### src/muxed_port_regs.svh
`ifndef MUXED_PORT_REGS_SVH
`define MUXED_PORT_REGS_SVH

// ----------------------------------------
// Register word offsets (byte address = 4 * index)
// ----------------------------------------
`define PORT_IDX_LEVEL 3'h0
`define PORT_IDX_LATCH 3'h1
`define PORT_IDX_DIR 3'h2
`define PORT_IDX_MEMCTL 3'h3
`define PORT_IDX_SPCTL 3'h4
`define PORT_IDX_CFG 3'h5
`define PORT_IDX_SHUT 3'h6

// ----------------------------------------
// Field positions and reset values
// ----------------------------------------
`define MEMCTL_BUS_DIS_BIT 7
`define SPCTL_MODE_BIT 4
`define CFG_ALT_PIN_BIT 0
`define CFG_SINGLE_CHIP_BIT 1
`define CFG_PINS80_BIT 2
`define SHUT_TRI2_BIT 0
`define SHUT_TRI3_BIT 1
`define DIR_RESET 8'hFF
`define LATCH_RESET 8'h00
`define MEMCTL_RESET 8'h00
`define SPCTL_RESET 8'h00
`define CFG_RESET 8'h02
`define SHUT_RESET 8'h00
`define PIN_SEVEN 7
`define PWM3_LO 3
`define PWM3_HI 4
`define PWM2_LO 0
`define PWM2_HI 2
`define SLAVE_RD_PIN 0
`define SLAVE_WR_PIN 1
`define SLAVE_CS_PIN 2
`define PIN_RESET 8'h00
`define BUS_IN_IDLE 8'h00
`define READ_RESET 32'h0000_0000
`define READ_UNMAPPED 32'h0000_0000

`endif

### src/muxed_port_pkg.sv
package muxed_port_pkg;
  // Bus slave phases
  typedef enum logic [0:0] {
    bus_idle,
    bus_done
  } bus_state_t;
endpackage

### src/muxed_bidir_port_byte.sv
// How it works
// - Direction bit one makes the pin an input with its driver off.
// - Direction bit zero drives the pin from its output latch bit.
// - Eight pins, each with its own independent direction bit.
// - Output latch is mapped; reading it returns latched value, not pins.
// - After reset every pin is a digital input.
// - Single-chip with alt-pin bit clear: pin seven carries capture/compare unit 2.
// - With 80 pins and bus enabled, pins carry bus bits 15..8 until disabled.
// - While the bus owns the port, direction bits are ignored.
// - Slave port mode makes pins 0..2 read, write and select inputs.
// - Bus address/data output wins over PWM and latch on pins 0..4.
// - With the bus enabled, read data bits 8..15 come from pins 0..7.
// - PWM unit 2 channels D, C, B drive pins 0..2, tri-state on shutdown.
// - PWM unit 3 channels C, B drive pins 3..4, tri-state on shutdown.
// - Functions that override direction ignore the direction bit.
`timescale 1ns/1ps
`default_nettype none
`include "muxed_port_regs.svh"

module muxed_bidir_port_byte
(
  // Clock and reset
  input wire logic mclk,
  input wire logic rst_n,
  // Avalon-MM slave
  input wire logic [4:0] avs_address,
  input wire logic avs_read,
  input wire logic avs_write,
  input wire logic [31:0] avs_writedata,
  output logic [31:0] avs_readdata,
  output logic avs_waitrequest,
  // Pins
  input wire logic [7:0] pin_in,
  output logic [7:0] pin_out,
  output logic [7:0] pin_oe,
  // External memory bus high byte
  input wire logic [7:0] ext_bus_high_byte_out,
  input wire logic [7:0] ext_bus_high_byte_oe,
  output logic [7:0] ext_bus_high_byte_in,
  // Enhanced PWM units
  input wire logic pwm2_chan_d,
  input wire logic pwm2_chan_c,
  input wire logic pwm2_chan_b,
  input wire logic pwm2_enable,
  input wire logic pwm2_shutdown,
  input wire logic pwm3_chan_c,
  input wire logic pwm3_chan_b,
  input wire logic pwm3_enable,
  input wire logic pwm3_shutdown,
  // Capture/compare unit 2
  input wire logic capture_compare_unit2_out,
  input wire logic capture_compare_unit2_en,
  output logic capture_compare_unit2_in,
  // Parallel slave port strobes
  output logic slave_rd_strobe,
  output logic slave_wr_strobe,
  output logic slave_cs_strobe,
  output logic slave_port_active
);

  // ----------------------------------------
  // Registers
  // ----------------------------------------
  logic [7:0] pin_direction_reg_q;
  logic [7:0] latch_q;
  logic [7:0] memory_ctrl_reg_q;
  logic [7:0] slave_port_ctrl_reg_q;
  logic [7:0] cfg_q;
  logic [7:0] shut_q;
  logic [7:0] sync1_q;
  logic [7:0] pin_level_reg_q;
  muxed_port_pkg::bus_state_t bus_q;
  logic [7:0] out_d;
  logic [7:0] oe_d;
  logic bus_owns;
  logic slave_port_mode;
  logic capture_alt_pin_cfg;
  logic [2:0] reg_idx;
  logic access;
  logic write_req;
  logic wr_latch;
  logic wr_dir;
  logic wr_memctl;
  logic wr_spctl;
  logic wr_cfg;
  logic wr_shut;
  logic pwm2_owns;
  logic pwm3_owns;
  logic ccp_owns;

  // Word index decode of a byte address
  function automatic logic [2:0] word_index(input logic [4:0] addr);
    word_index = addr[4:2];
  endfunction

  // Bit select of a control register
  function automatic logic cfg_bit(input logic [7:0] r, input int pos);
    cfg_bit = r[pos];
  endfunction

  // Write strobe for one register index
  function automatic logic write_hit(input logic req, input logic [2:0] idx, input logic [2:0] sel);
    write_hit = req && (idx == sel);
  endfunction

  // Decoded register index and a request the slave may take now
  assign reg_idx = word_index(avs_address);
  assign access = (avs_read | avs_write) && (bus_q == muxed_port_pkg::bus_idle);
  // Bus owns port only on the 80-pin part with the bus not disabled
  assign bus_owns = cfg_bit(cfg_q, `CFG_PINS80_BIT)
    && !cfg_bit(memory_ctrl_reg_q, `MEMCTL_BUS_DIS_BIT);
  // Mode and pin configuration bits
  assign slave_port_mode = cfg_bit(slave_port_ctrl_reg_q, `SPCTL_MODE_BIT);
  assign capture_alt_pin_cfg = cfg_bit(cfg_q, `CFG_ALT_PIN_BIT);

  // Write strobes, one per register, on the edge that takes the request
  assign write_req = access && avs_write;
  assign wr_latch = write_hit(write_req, reg_idx, `PORT_IDX_LEVEL)
    || write_hit(write_req, reg_idx, `PORT_IDX_LATCH);
  assign wr_dir = write_hit(write_req, reg_idx, `PORT_IDX_DIR);
  assign wr_memctl = write_hit(write_req, reg_idx, `PORT_IDX_MEMCTL);
  assign wr_spctl = write_hit(write_req, reg_idx, `PORT_IDX_SPCTL);
  assign wr_cfg = write_hit(write_req, reg_idx, `PORT_IDX_CFG);
  assign wr_shut = write_hit(write_req, reg_idx, `PORT_IDX_SHUT);

  // Peripheral outputs claim their pins only when the first pin of their group (0, 3 or 7) is set as output
  assign pwm2_owns = pwm2_enable && !pin_direction_reg_q[`PWM2_LO];
  assign pwm3_owns = pwm3_enable && !pin_direction_reg_q[`PWM3_LO];
  // Compare output reaches pin seven only in single-chip mode on the default pin
  assign ccp_owns = cfg_bit(cfg_q, `CFG_SINGLE_CHIP_BIT) && !capture_alt_pin_cfg
    && capture_compare_unit2_en && !pin_direction_reg_q[`PIN_SEVEN];

  // ----------------------------------------
  // Bus slave handshake
  // ----------------------------------------
  // One wait cycle, then answer
  always_ff @(posedge mclk or negedge rst_n)
  begin
    if (!rst_n)
      bus_q <= muxed_port_pkg::bus_idle;
    else if (access)
      bus_q <= muxed_port_pkg::bus_done;
    else
      bus_q <= muxed_port_pkg::bus_idle;
  end

  // Wait request high until the answer cycle
  always_ff @(posedge mclk or negedge rst_n)
  begin
    if (!rst_n)
      avs_waitrequest <= 1'b1;
    else
      avs_waitrequest <= !access;
  end

  // Read data mux
  always_ff @(posedge mclk or negedge rst_n)
  begin
    if (!rst_n)
      avs_readdata <= `READ_RESET;
    else if (access && avs_read)
    begin
      case (reg_idx)
        `PORT_IDX_LEVEL: avs_readdata <= {24'h000000, pin_level_reg_q};
        `PORT_IDX_LATCH: avs_readdata <= {24'h000000, latch_q};
        `PORT_IDX_DIR: avs_readdata <= {24'h000000, pin_direction_reg_q};
        `PORT_IDX_MEMCTL: avs_readdata <= {24'h000000, memory_ctrl_reg_q};
        `PORT_IDX_SPCTL: avs_readdata <= {24'h000000, slave_port_ctrl_reg_q};
        `PORT_IDX_CFG: avs_readdata <= {24'h000000, cfg_q};
        `PORT_IDX_SHUT: avs_readdata <= {24'h000000, shut_q};
        default: avs_readdata <= `READ_UNMAPPED;
      endcase
    end
  end

  // ----------------------------------------
  // Software registers
  // ----------------------------------------
  // Output latch written through port or latch address
  always_ff @(posedge mclk or negedge rst_n)
  begin
    if (!rst_n)
      latch_q <= `LATCH_RESET;
    else if (wr_latch)
      latch_q <= avs_writedata[7:0];
  end

  // Direction register, all inputs after reset
  always_ff @(posedge mclk or negedge rst_n)
  begin
    if (!rst_n)
      pin_direction_reg_q <= `DIR_RESET;
    else if (wr_dir)
      pin_direction_reg_q <= avs_writedata[7:0];
  end

  // Memory control, bus disable bit hands the pins back to the port
  always_ff @(posedge mclk or negedge rst_n)
  begin
    if (!rst_n)
      memory_ctrl_reg_q <= `MEMCTL_RESET;
    else if (wr_memctl)
      memory_ctrl_reg_q <= avs_writedata[7:0];
  end

  // Slave port control, mode bit claims pins 0..2
  always_ff @(posedge mclk or negedge rst_n)
  begin
    if (!rst_n)
      slave_port_ctrl_reg_q <= `SPCTL_RESET;
    else if (wr_spctl)
      slave_port_ctrl_reg_q <= avs_writedata[7:0];
  end

  // Configuration: alternate pin, single-chip mode, 80-pin part
  always_ff @(posedge mclk or negedge rst_n)
  begin
    if (!rst_n)
      cfg_q <= `CFG_RESET;
    else if (wr_cfg)
      cfg_q <= avs_writedata[7:0];
  end

  // Shutdown tri-state enables of both PWM units
  always_ff @(posedge mclk or negedge rst_n)
  begin
    if (!rst_n)
      shut_q <= `SHUT_RESET;
    else if (wr_shut)
      shut_q <= avs_writedata[7:0];
  end

  // ----------------------------------------
  // Pin input synchroniser
  // ----------------------------------------
  always_ff @(posedge mclk or negedge rst_n)
  begin
    if (!rst_n)
    begin
      sync1_q <= `PIN_RESET;
      pin_level_reg_q <= `PIN_RESET;
    end
    else
    begin
      sync1_q <= pin_in;
      pin_level_reg_q <= sync1_q;
    end
  end

  // Bus read data taken from the pins while the bus owns the port
  always_ff @(posedge mclk or negedge rst_n)
  begin
    if (!rst_n)
      ext_bus_high_byte_in <= `PIN_RESET;
    else
      ext_bus_high_byte_in <= bus_owns ? pin_level_reg_q : `BUS_IN_IDLE;
  end

  // Slave port strobes, gated by the mode bit
  always_ff @(posedge mclk or negedge rst_n)
  begin
    if (!rst_n)
    begin
      slave_rd_strobe <= 1'b0;
      slave_wr_strobe <= 1'b0;
      slave_cs_strobe <= 1'b0;
      slave_port_active <= 1'b0;
    end
    else
    begin
      slave_rd_strobe <= slave_port_mode & pin_level_reg_q[`SLAVE_RD_PIN];
      slave_wr_strobe <= slave_port_mode & pin_level_reg_q[`SLAVE_WR_PIN];
      slave_cs_strobe <= slave_port_mode & pin_level_reg_q[`SLAVE_CS_PIN];
      slave_port_active <= slave_port_mode;
    end
  end

  // Capture input always sees the synced level of pin seven
  always_ff @(posedge mclk or negedge rst_n)
  begin
    if (!rst_n)
      capture_compare_unit2_in <= 1'b0;
    else
      capture_compare_unit2_in <= pin_level_reg_q[`PIN_SEVEN];
  end

  // ----------------------------------------
  // Output driver selection
  // ----------------------------------------
  // Priority: bus, slave strobes, PWM / unit 2, then port latch
  always_comb
  begin
    // Port latch and direction bits by default
    for (int i = 0; i < 8; i++)
    begin
      out_d[i] = latch_q[i];
      oe_d[i] = !pin_direction_reg_q[i];
    end
    // PWM unit 2 ahead of the latch on pins 0..2
    if (pwm2_owns)
    begin
      out_d[`PWM2_HI:`PWM2_LO] = {pwm2_chan_b, pwm2_chan_c, pwm2_chan_d};
      if (pwm2_shutdown && cfg_bit(shut_q, `SHUT_TRI2_BIT))
        oe_d[`PWM2_HI:`PWM2_LO] = 3'h0;
    end
    // PWM unit 3 ahead of the latch on pins 3..4
    if (pwm3_owns)
    begin
      out_d[`PWM3_HI:`PWM3_LO] = {pwm3_chan_b, pwm3_chan_c};
      if (pwm3_shutdown && cfg_bit(shut_q, `SHUT_TRI3_BIT))
        oe_d[`PWM3_HI:`PWM3_LO] = 2'h0;
    end
    // Compare output of unit 2 on pin seven
    if (ccp_owns)
      out_d[`PIN_SEVEN] = capture_compare_unit2_out;
    // Slave strobes are inputs whatever the direction bits hold
    if (slave_port_mode)
      oe_d[`SLAVE_CS_PIN:`SLAVE_RD_PIN] = 3'h0;
    // The memory bus overrides everything, pin by pin
    if (bus_owns)
    begin
      out_d = ext_bus_high_byte_out;
      oe_d = ext_bus_high_byte_oe;
    end
  end

  // Registered pin data
  always_ff @(posedge mclk or negedge rst_n)
  begin
    if (!rst_n)
      pin_out <= `PIN_RESET;
    else
      pin_out <= out_d;
  end

  // Registered pin enables, all released at reset so every pin is an input
  always_ff @(posedge mclk or negedge rst_n)
  begin
    if (!rst_n)
      pin_oe <= `PIN_RESET;
    else
      pin_oe <= oe_d;
  end

endmodule
`default_nettype wire

### config.mk
export PLATFORM = sky130hd
export DESIGN_NAME = muxed_bidir_port_byte
export DESIGN_NICKNAME = d
export VERILOG_FILES = /design/src/muxed_port_pkg.sv /design/src/muxed_bidir_port_byte.sv
export VERILOG_INCLUDE_DIRS = /design/src
export SDC_FILE = /design/constraint.sdc
export NUM_CORES = 1
export LEC_CHECK = 0
export ABC_AREA = 1
export CAP_MARGIN = 20
export CORE_UTILIZATION = 58
export DETAILED_ROUTE_END_ITERATION = 6
export DONT_BUFFER_PORTS = 1
export PLACE_DENSITY = 0.72
export SETUP_SLACK_MARGIN = 0.1
export SKIP_CTS_REPAIR_TIMING = 1
export SLEW_MARGIN = 5
export SYNTH_ARGS = -nofsm -noshare
export SYNTH_HDL_FRONTEND = slang
export SYNTH_SLANG_ARGS = --single-unit
### constraint.sdc
create_clock -name mclk -period 1.89 [get_ports mclk]
set_input_delay 0 -clock mclk [delete_from_list [all_inputs] [get_ports mclk]]
set_output_delay 0 -clock mclk [all_outputs]
set_load 0.005 [all_outputs]
==> impl_metrics.csv <==
group,metric,value,unit
placement,place.gp.congestion,0.868,
setup_path,crit_slowest_cell,"sky130_fd_sc_hd__dfstp_2",
pwr,clock_power_share,24.8,%
yosys,yosysWarnings,0,
yosys,synth_cell_types,25,
global_route,grt_start_max_net_pins,104,
clock_tree,clkTransAtPathRegs,0.09,ns
setup_path,timing.reg2reg.setup_slack,0.33,ns
drt,drt_iter0_markers,283,
drt,drcViolationCount,0,
drt,wl_met2,4740,um
global_route,grt_remaining_overflow,0,
clock_tree,root_buffer,"sky130_fd_sc_hd__clkbuf_8",
global_route,grt_antenna_before_repair,0,
yosys,avgSynthCellArea,8.81,sq um
yosys,synth_largest_area_cell,"sky130_fd_sc_hd__dfrtp_1",
floorplan,die_ar,0.00815,sq mm
pwr,p_sw_share,30.3,%
setup_path,critical_path_peak_fanout,4,
placement,post-place-ws,0.441,ns
clock_tree,cts_inserted_buffers,9,
clock_tree,cts_htree_levels,3,
final_layout,layout.cells.most_common,"sky130_fd_sc_hd__nand2_1",
final_layout,seq_area,0.00259,sq mm
final_layout,most-common-layout-cells,"sky130_fd_sc_hd__nand2_1, sky130_fd_sc_hd__dfrtp_1, sky130_fd_sc_hd__inv_1, sky130_fd_sc_hd__o21ai_0, sky130_fd_sc_hd__nor2_1",
placement,place_area,0.00446,sq mm
yosys,ys_seq_area_share,57.3,%
run_status,run_status,"finished with violations",
timing,fin_crit_sh,82.3,%
setup_path,worst_setup_path_endpoint,"pin_out[7]$_DFF_PN0_",
final_layout,design_area,0.00510,sq mm
setup_path,critPathLaunch,"pin_direction_reg_q[7]$_DFFE_PN1P_",
clock_tree,clock_tree_from_tritoncts,"built",
placement,port_buffers,0,
floorplan,die_height,90.3,um
floorplan,design.portCount,138,
pwr,seq_power_share,58.2,%
floorplan,initial_utilization,61.0,%
placement,dp_hpwl,6500,um
setup_path,cp_startpoint_kind,"flip-flop",
pwr,leakagePower,2.56,nW
setup_path,rr_endpoint,"pin_out[7]$_DFF_PN0_",
setup_path,worst-path-buf-inv,1,
setup_path,worstPathArrival,1.85,ns
pwr,cell_internal_pwr,3.77,mW
pwr,comb_power_share,17.0,%
final_layout,count_of_filler_cells_inserted_in_the_layout,591,
final_layout,final_util,68.9,%
drt,met3_wirelength,726,um
timing,totalNegativeSetupSlack,0,ns
pwr,cellPowerDensity,1060,mW/mm^2
floorplan,floorplan.die.width,90.3,um
timing,tightestPinTransition,0.689,ns
setup_path,cp_common_cell,"sky130_fd_sc_hd__nor2_1",
timing,max_slew_margin,54.1,%
final_layout,multi_input_comb_area,0.00148,sq mm
setup_path,worstSetupEndpointType,"flip-flop",
setup_path,critical-path-max-stage-delay,0.58,ns
global_route,grt_use_total,25.7,%
floorplan,fp-row-count,31,
yosys,syn-cell-area,0.00452,sq mm
timing,finalHoldWorstSlack,-0.682,ns
yosys,ys_ff_latch,103,
worst_hold_path,hold_path.class,"input port to asynchronous set/reset pin",
setup_path,worstRegToRegCells,5,
timing,timing.final.ws_setup,0.334,ns
drt,drt-wirelength-per-cell,15.6,um
drt,detailroute.via_count,3499,
clock_tree,clk_path_buf_depth,2,
drt,postRouteAntennaNets,0,
drt,vias_per_cell,5.35,
yosys,synth_top_cells_by_area,"sky130_fd_sc_hd__dfrtp_1, sky130_fd_sc_hd__nand2_1, sky130_fd_sc_hd__dfstp_2, sky130_fd_sc_hd__o21ai_0, sky130_fd_sc_hd__nand4_1",
clock_tree,cts_num_sinks,103,
setup_path,crit-reg2reg-launch,"pin_direction_reg_q[7]$_DFFE_PN1P_",
global_route,grt_first_pass_wirelength,16000,um
timing,grt_setup_unrepaired,"no",
final_layout,drive_above_1_share,7.21,%
flow_run,max_cap_violations,0,
timing,drv_slew,0,
yosys,top_cell_type_s_share_of_synthesized_area,51.5,%
setup_path,crit_type,"flip-flop to flip-flop",
final_layout,synthToLayoutAreaGrowth,13.0,%
timing,max_freq,0.643,GHz
timing,finalHoldViolCount,120,
timing,timing.final.setup_violations,0,
drt,routed_wirelength,10200,um
setup_path,crit_family,"flip-flops",
setup_path,crit_path_cell_trace,"nor2_1 -> nand3_1 -> nor2_1 -> dlygate4sd3_1 -> o22ai_1",
clock_tree,clk_latency,0.37,ns
timing,finClkSkew,0.0114,ns
pwr,worst_ir_drop_vdd,0.000546,V
yosys,post_synth_inst_count,513,
timing,fin_crit,1.56,ns
drt,dr.max_layer_used,"met4",
setup_path,critical_path_required,2.18,ns
floorplan,design.core.area,0.00741,sq mm
final_layout,antennaDiodeCount,0,
setup_path,critical_path_cell_count,5,
drt,drt_first_pass_iters,7,
run_status,failed_checks,"hold timing",
drt,routedLengthMet1,4430,um
final_layout,number_of_nets_in_the_layout,626,
global_route,number_of_global_route_vias_before_repair,3111,
pwr,power.switching,1.64,mW
-- how the worst min path moves through the flow --
stage / startpoint / endpoint / slack [ns]
2_1_floorplan: rst_n / avs_readdata[0]$_DFFE_PN0P_ / -0.30
3_3_place_gp: rst_n / ext_bus_high_byte_in[2]$_DFF_PN0_ / -0.29
3_5_place_dp: rst_n / slave_port_active$_DFF_PN0_ / -0.29
4_1_cts: rst_n / pin_out[2]$_DFF_PN0_ / -0.69
5_1_grt: rst_n / ext_bus_high_byte_in[2]$_DFF_PN0_ / -0.70
6_report: rst_n / slave_port_active$_DFF_PN0_ / -0.68
-- cells in the mapped netlist (all sizes together) --
cell type and n:
a31oi 5, dfrtp 93, dfstp 10, clkinv 1, inv 59, a21oi 5, nand4 35, conb 1
o22ai 1, nand2 126, nor4 2, clkbuf 8, nand3 23, o21ai 53, nor2 49, nand3b 1
or2 1, buf 40
-- power groups by stage --
stage                     sequential (mW)  combinational (mW)  clock [mW]
after global routing                 3.21                1.08        1.45
after detailed placement             3.19               0.823           0
after floorplan                      3.08               0.733           0
final                                3.15               0.917        1.34
after global placement               3.16               0.789           0
after CTS                            3.14               0.832        1.36
-- logic make-up after synthesis --
logic type,count (synthesis),share of synthesized area (%)
AND/OR/NAND/NOR,237,23.3
buffers and inverters,108,11.8
flip-flops,103,57.3
AO/OA/AOI/OAI,64,7.42
other,1,0.0830
-- per-layer routing --
layer	up-vias	track usage (%)
met5	-	0
met4	0	12.6
met3	24	6.82
met2	164	37.7
met1	1644	35.5
li1	1667	-
-- stage by stage --
stage | hold slack [ns] | power [mW] | cells
finish | -0.682 | 5.41 | 654
CTS | -0.695 | 5.34 | 609
global placement | -0.293 | 3.95 | 593
global route | -0.697 | 5.73 | 654
floorplan | -0.296 | 3.81 | 536
detailed placement | -0.293 | 4.01 | 593
-- sequential cells by signal, indices dropped and copies added (netlist names) --
signal / cells
bus_q: 1
slave_port_active: 1
pin_direction_reg_q: 8
slave_rd_strobe: 1
slave_port_ctrl_reg_q: 8
capture_compare_unit2_in: 1
latch_q: 8
avs_readdata: 8
ext_bus_high_byte_in: 8
shut_q: 8
pin_level_reg_q: 8
pin_oe: 8
memory_ctrl_reg_q: 8
cfg_q: 8
pin_out: 8
slave_wr_strobe: 1
sync1_q: 8
slave_cs_strobe: 1
avs_waitrequest: 1
-- cell type report --
class | instances | area share [%]
Sequential cell | 103 | 50.7
Clock buffer | 11 | 2.57
Clock inverter | 5 | 1.15
Timing Repair Buffer | 51 | 9.71
Multi-Input combinational cell | 325 | 29.0
Tap cell | 99 | 2.43
Inverter | 60 | 4.41
Note: power is estimated with default switching activity, not from simulation.
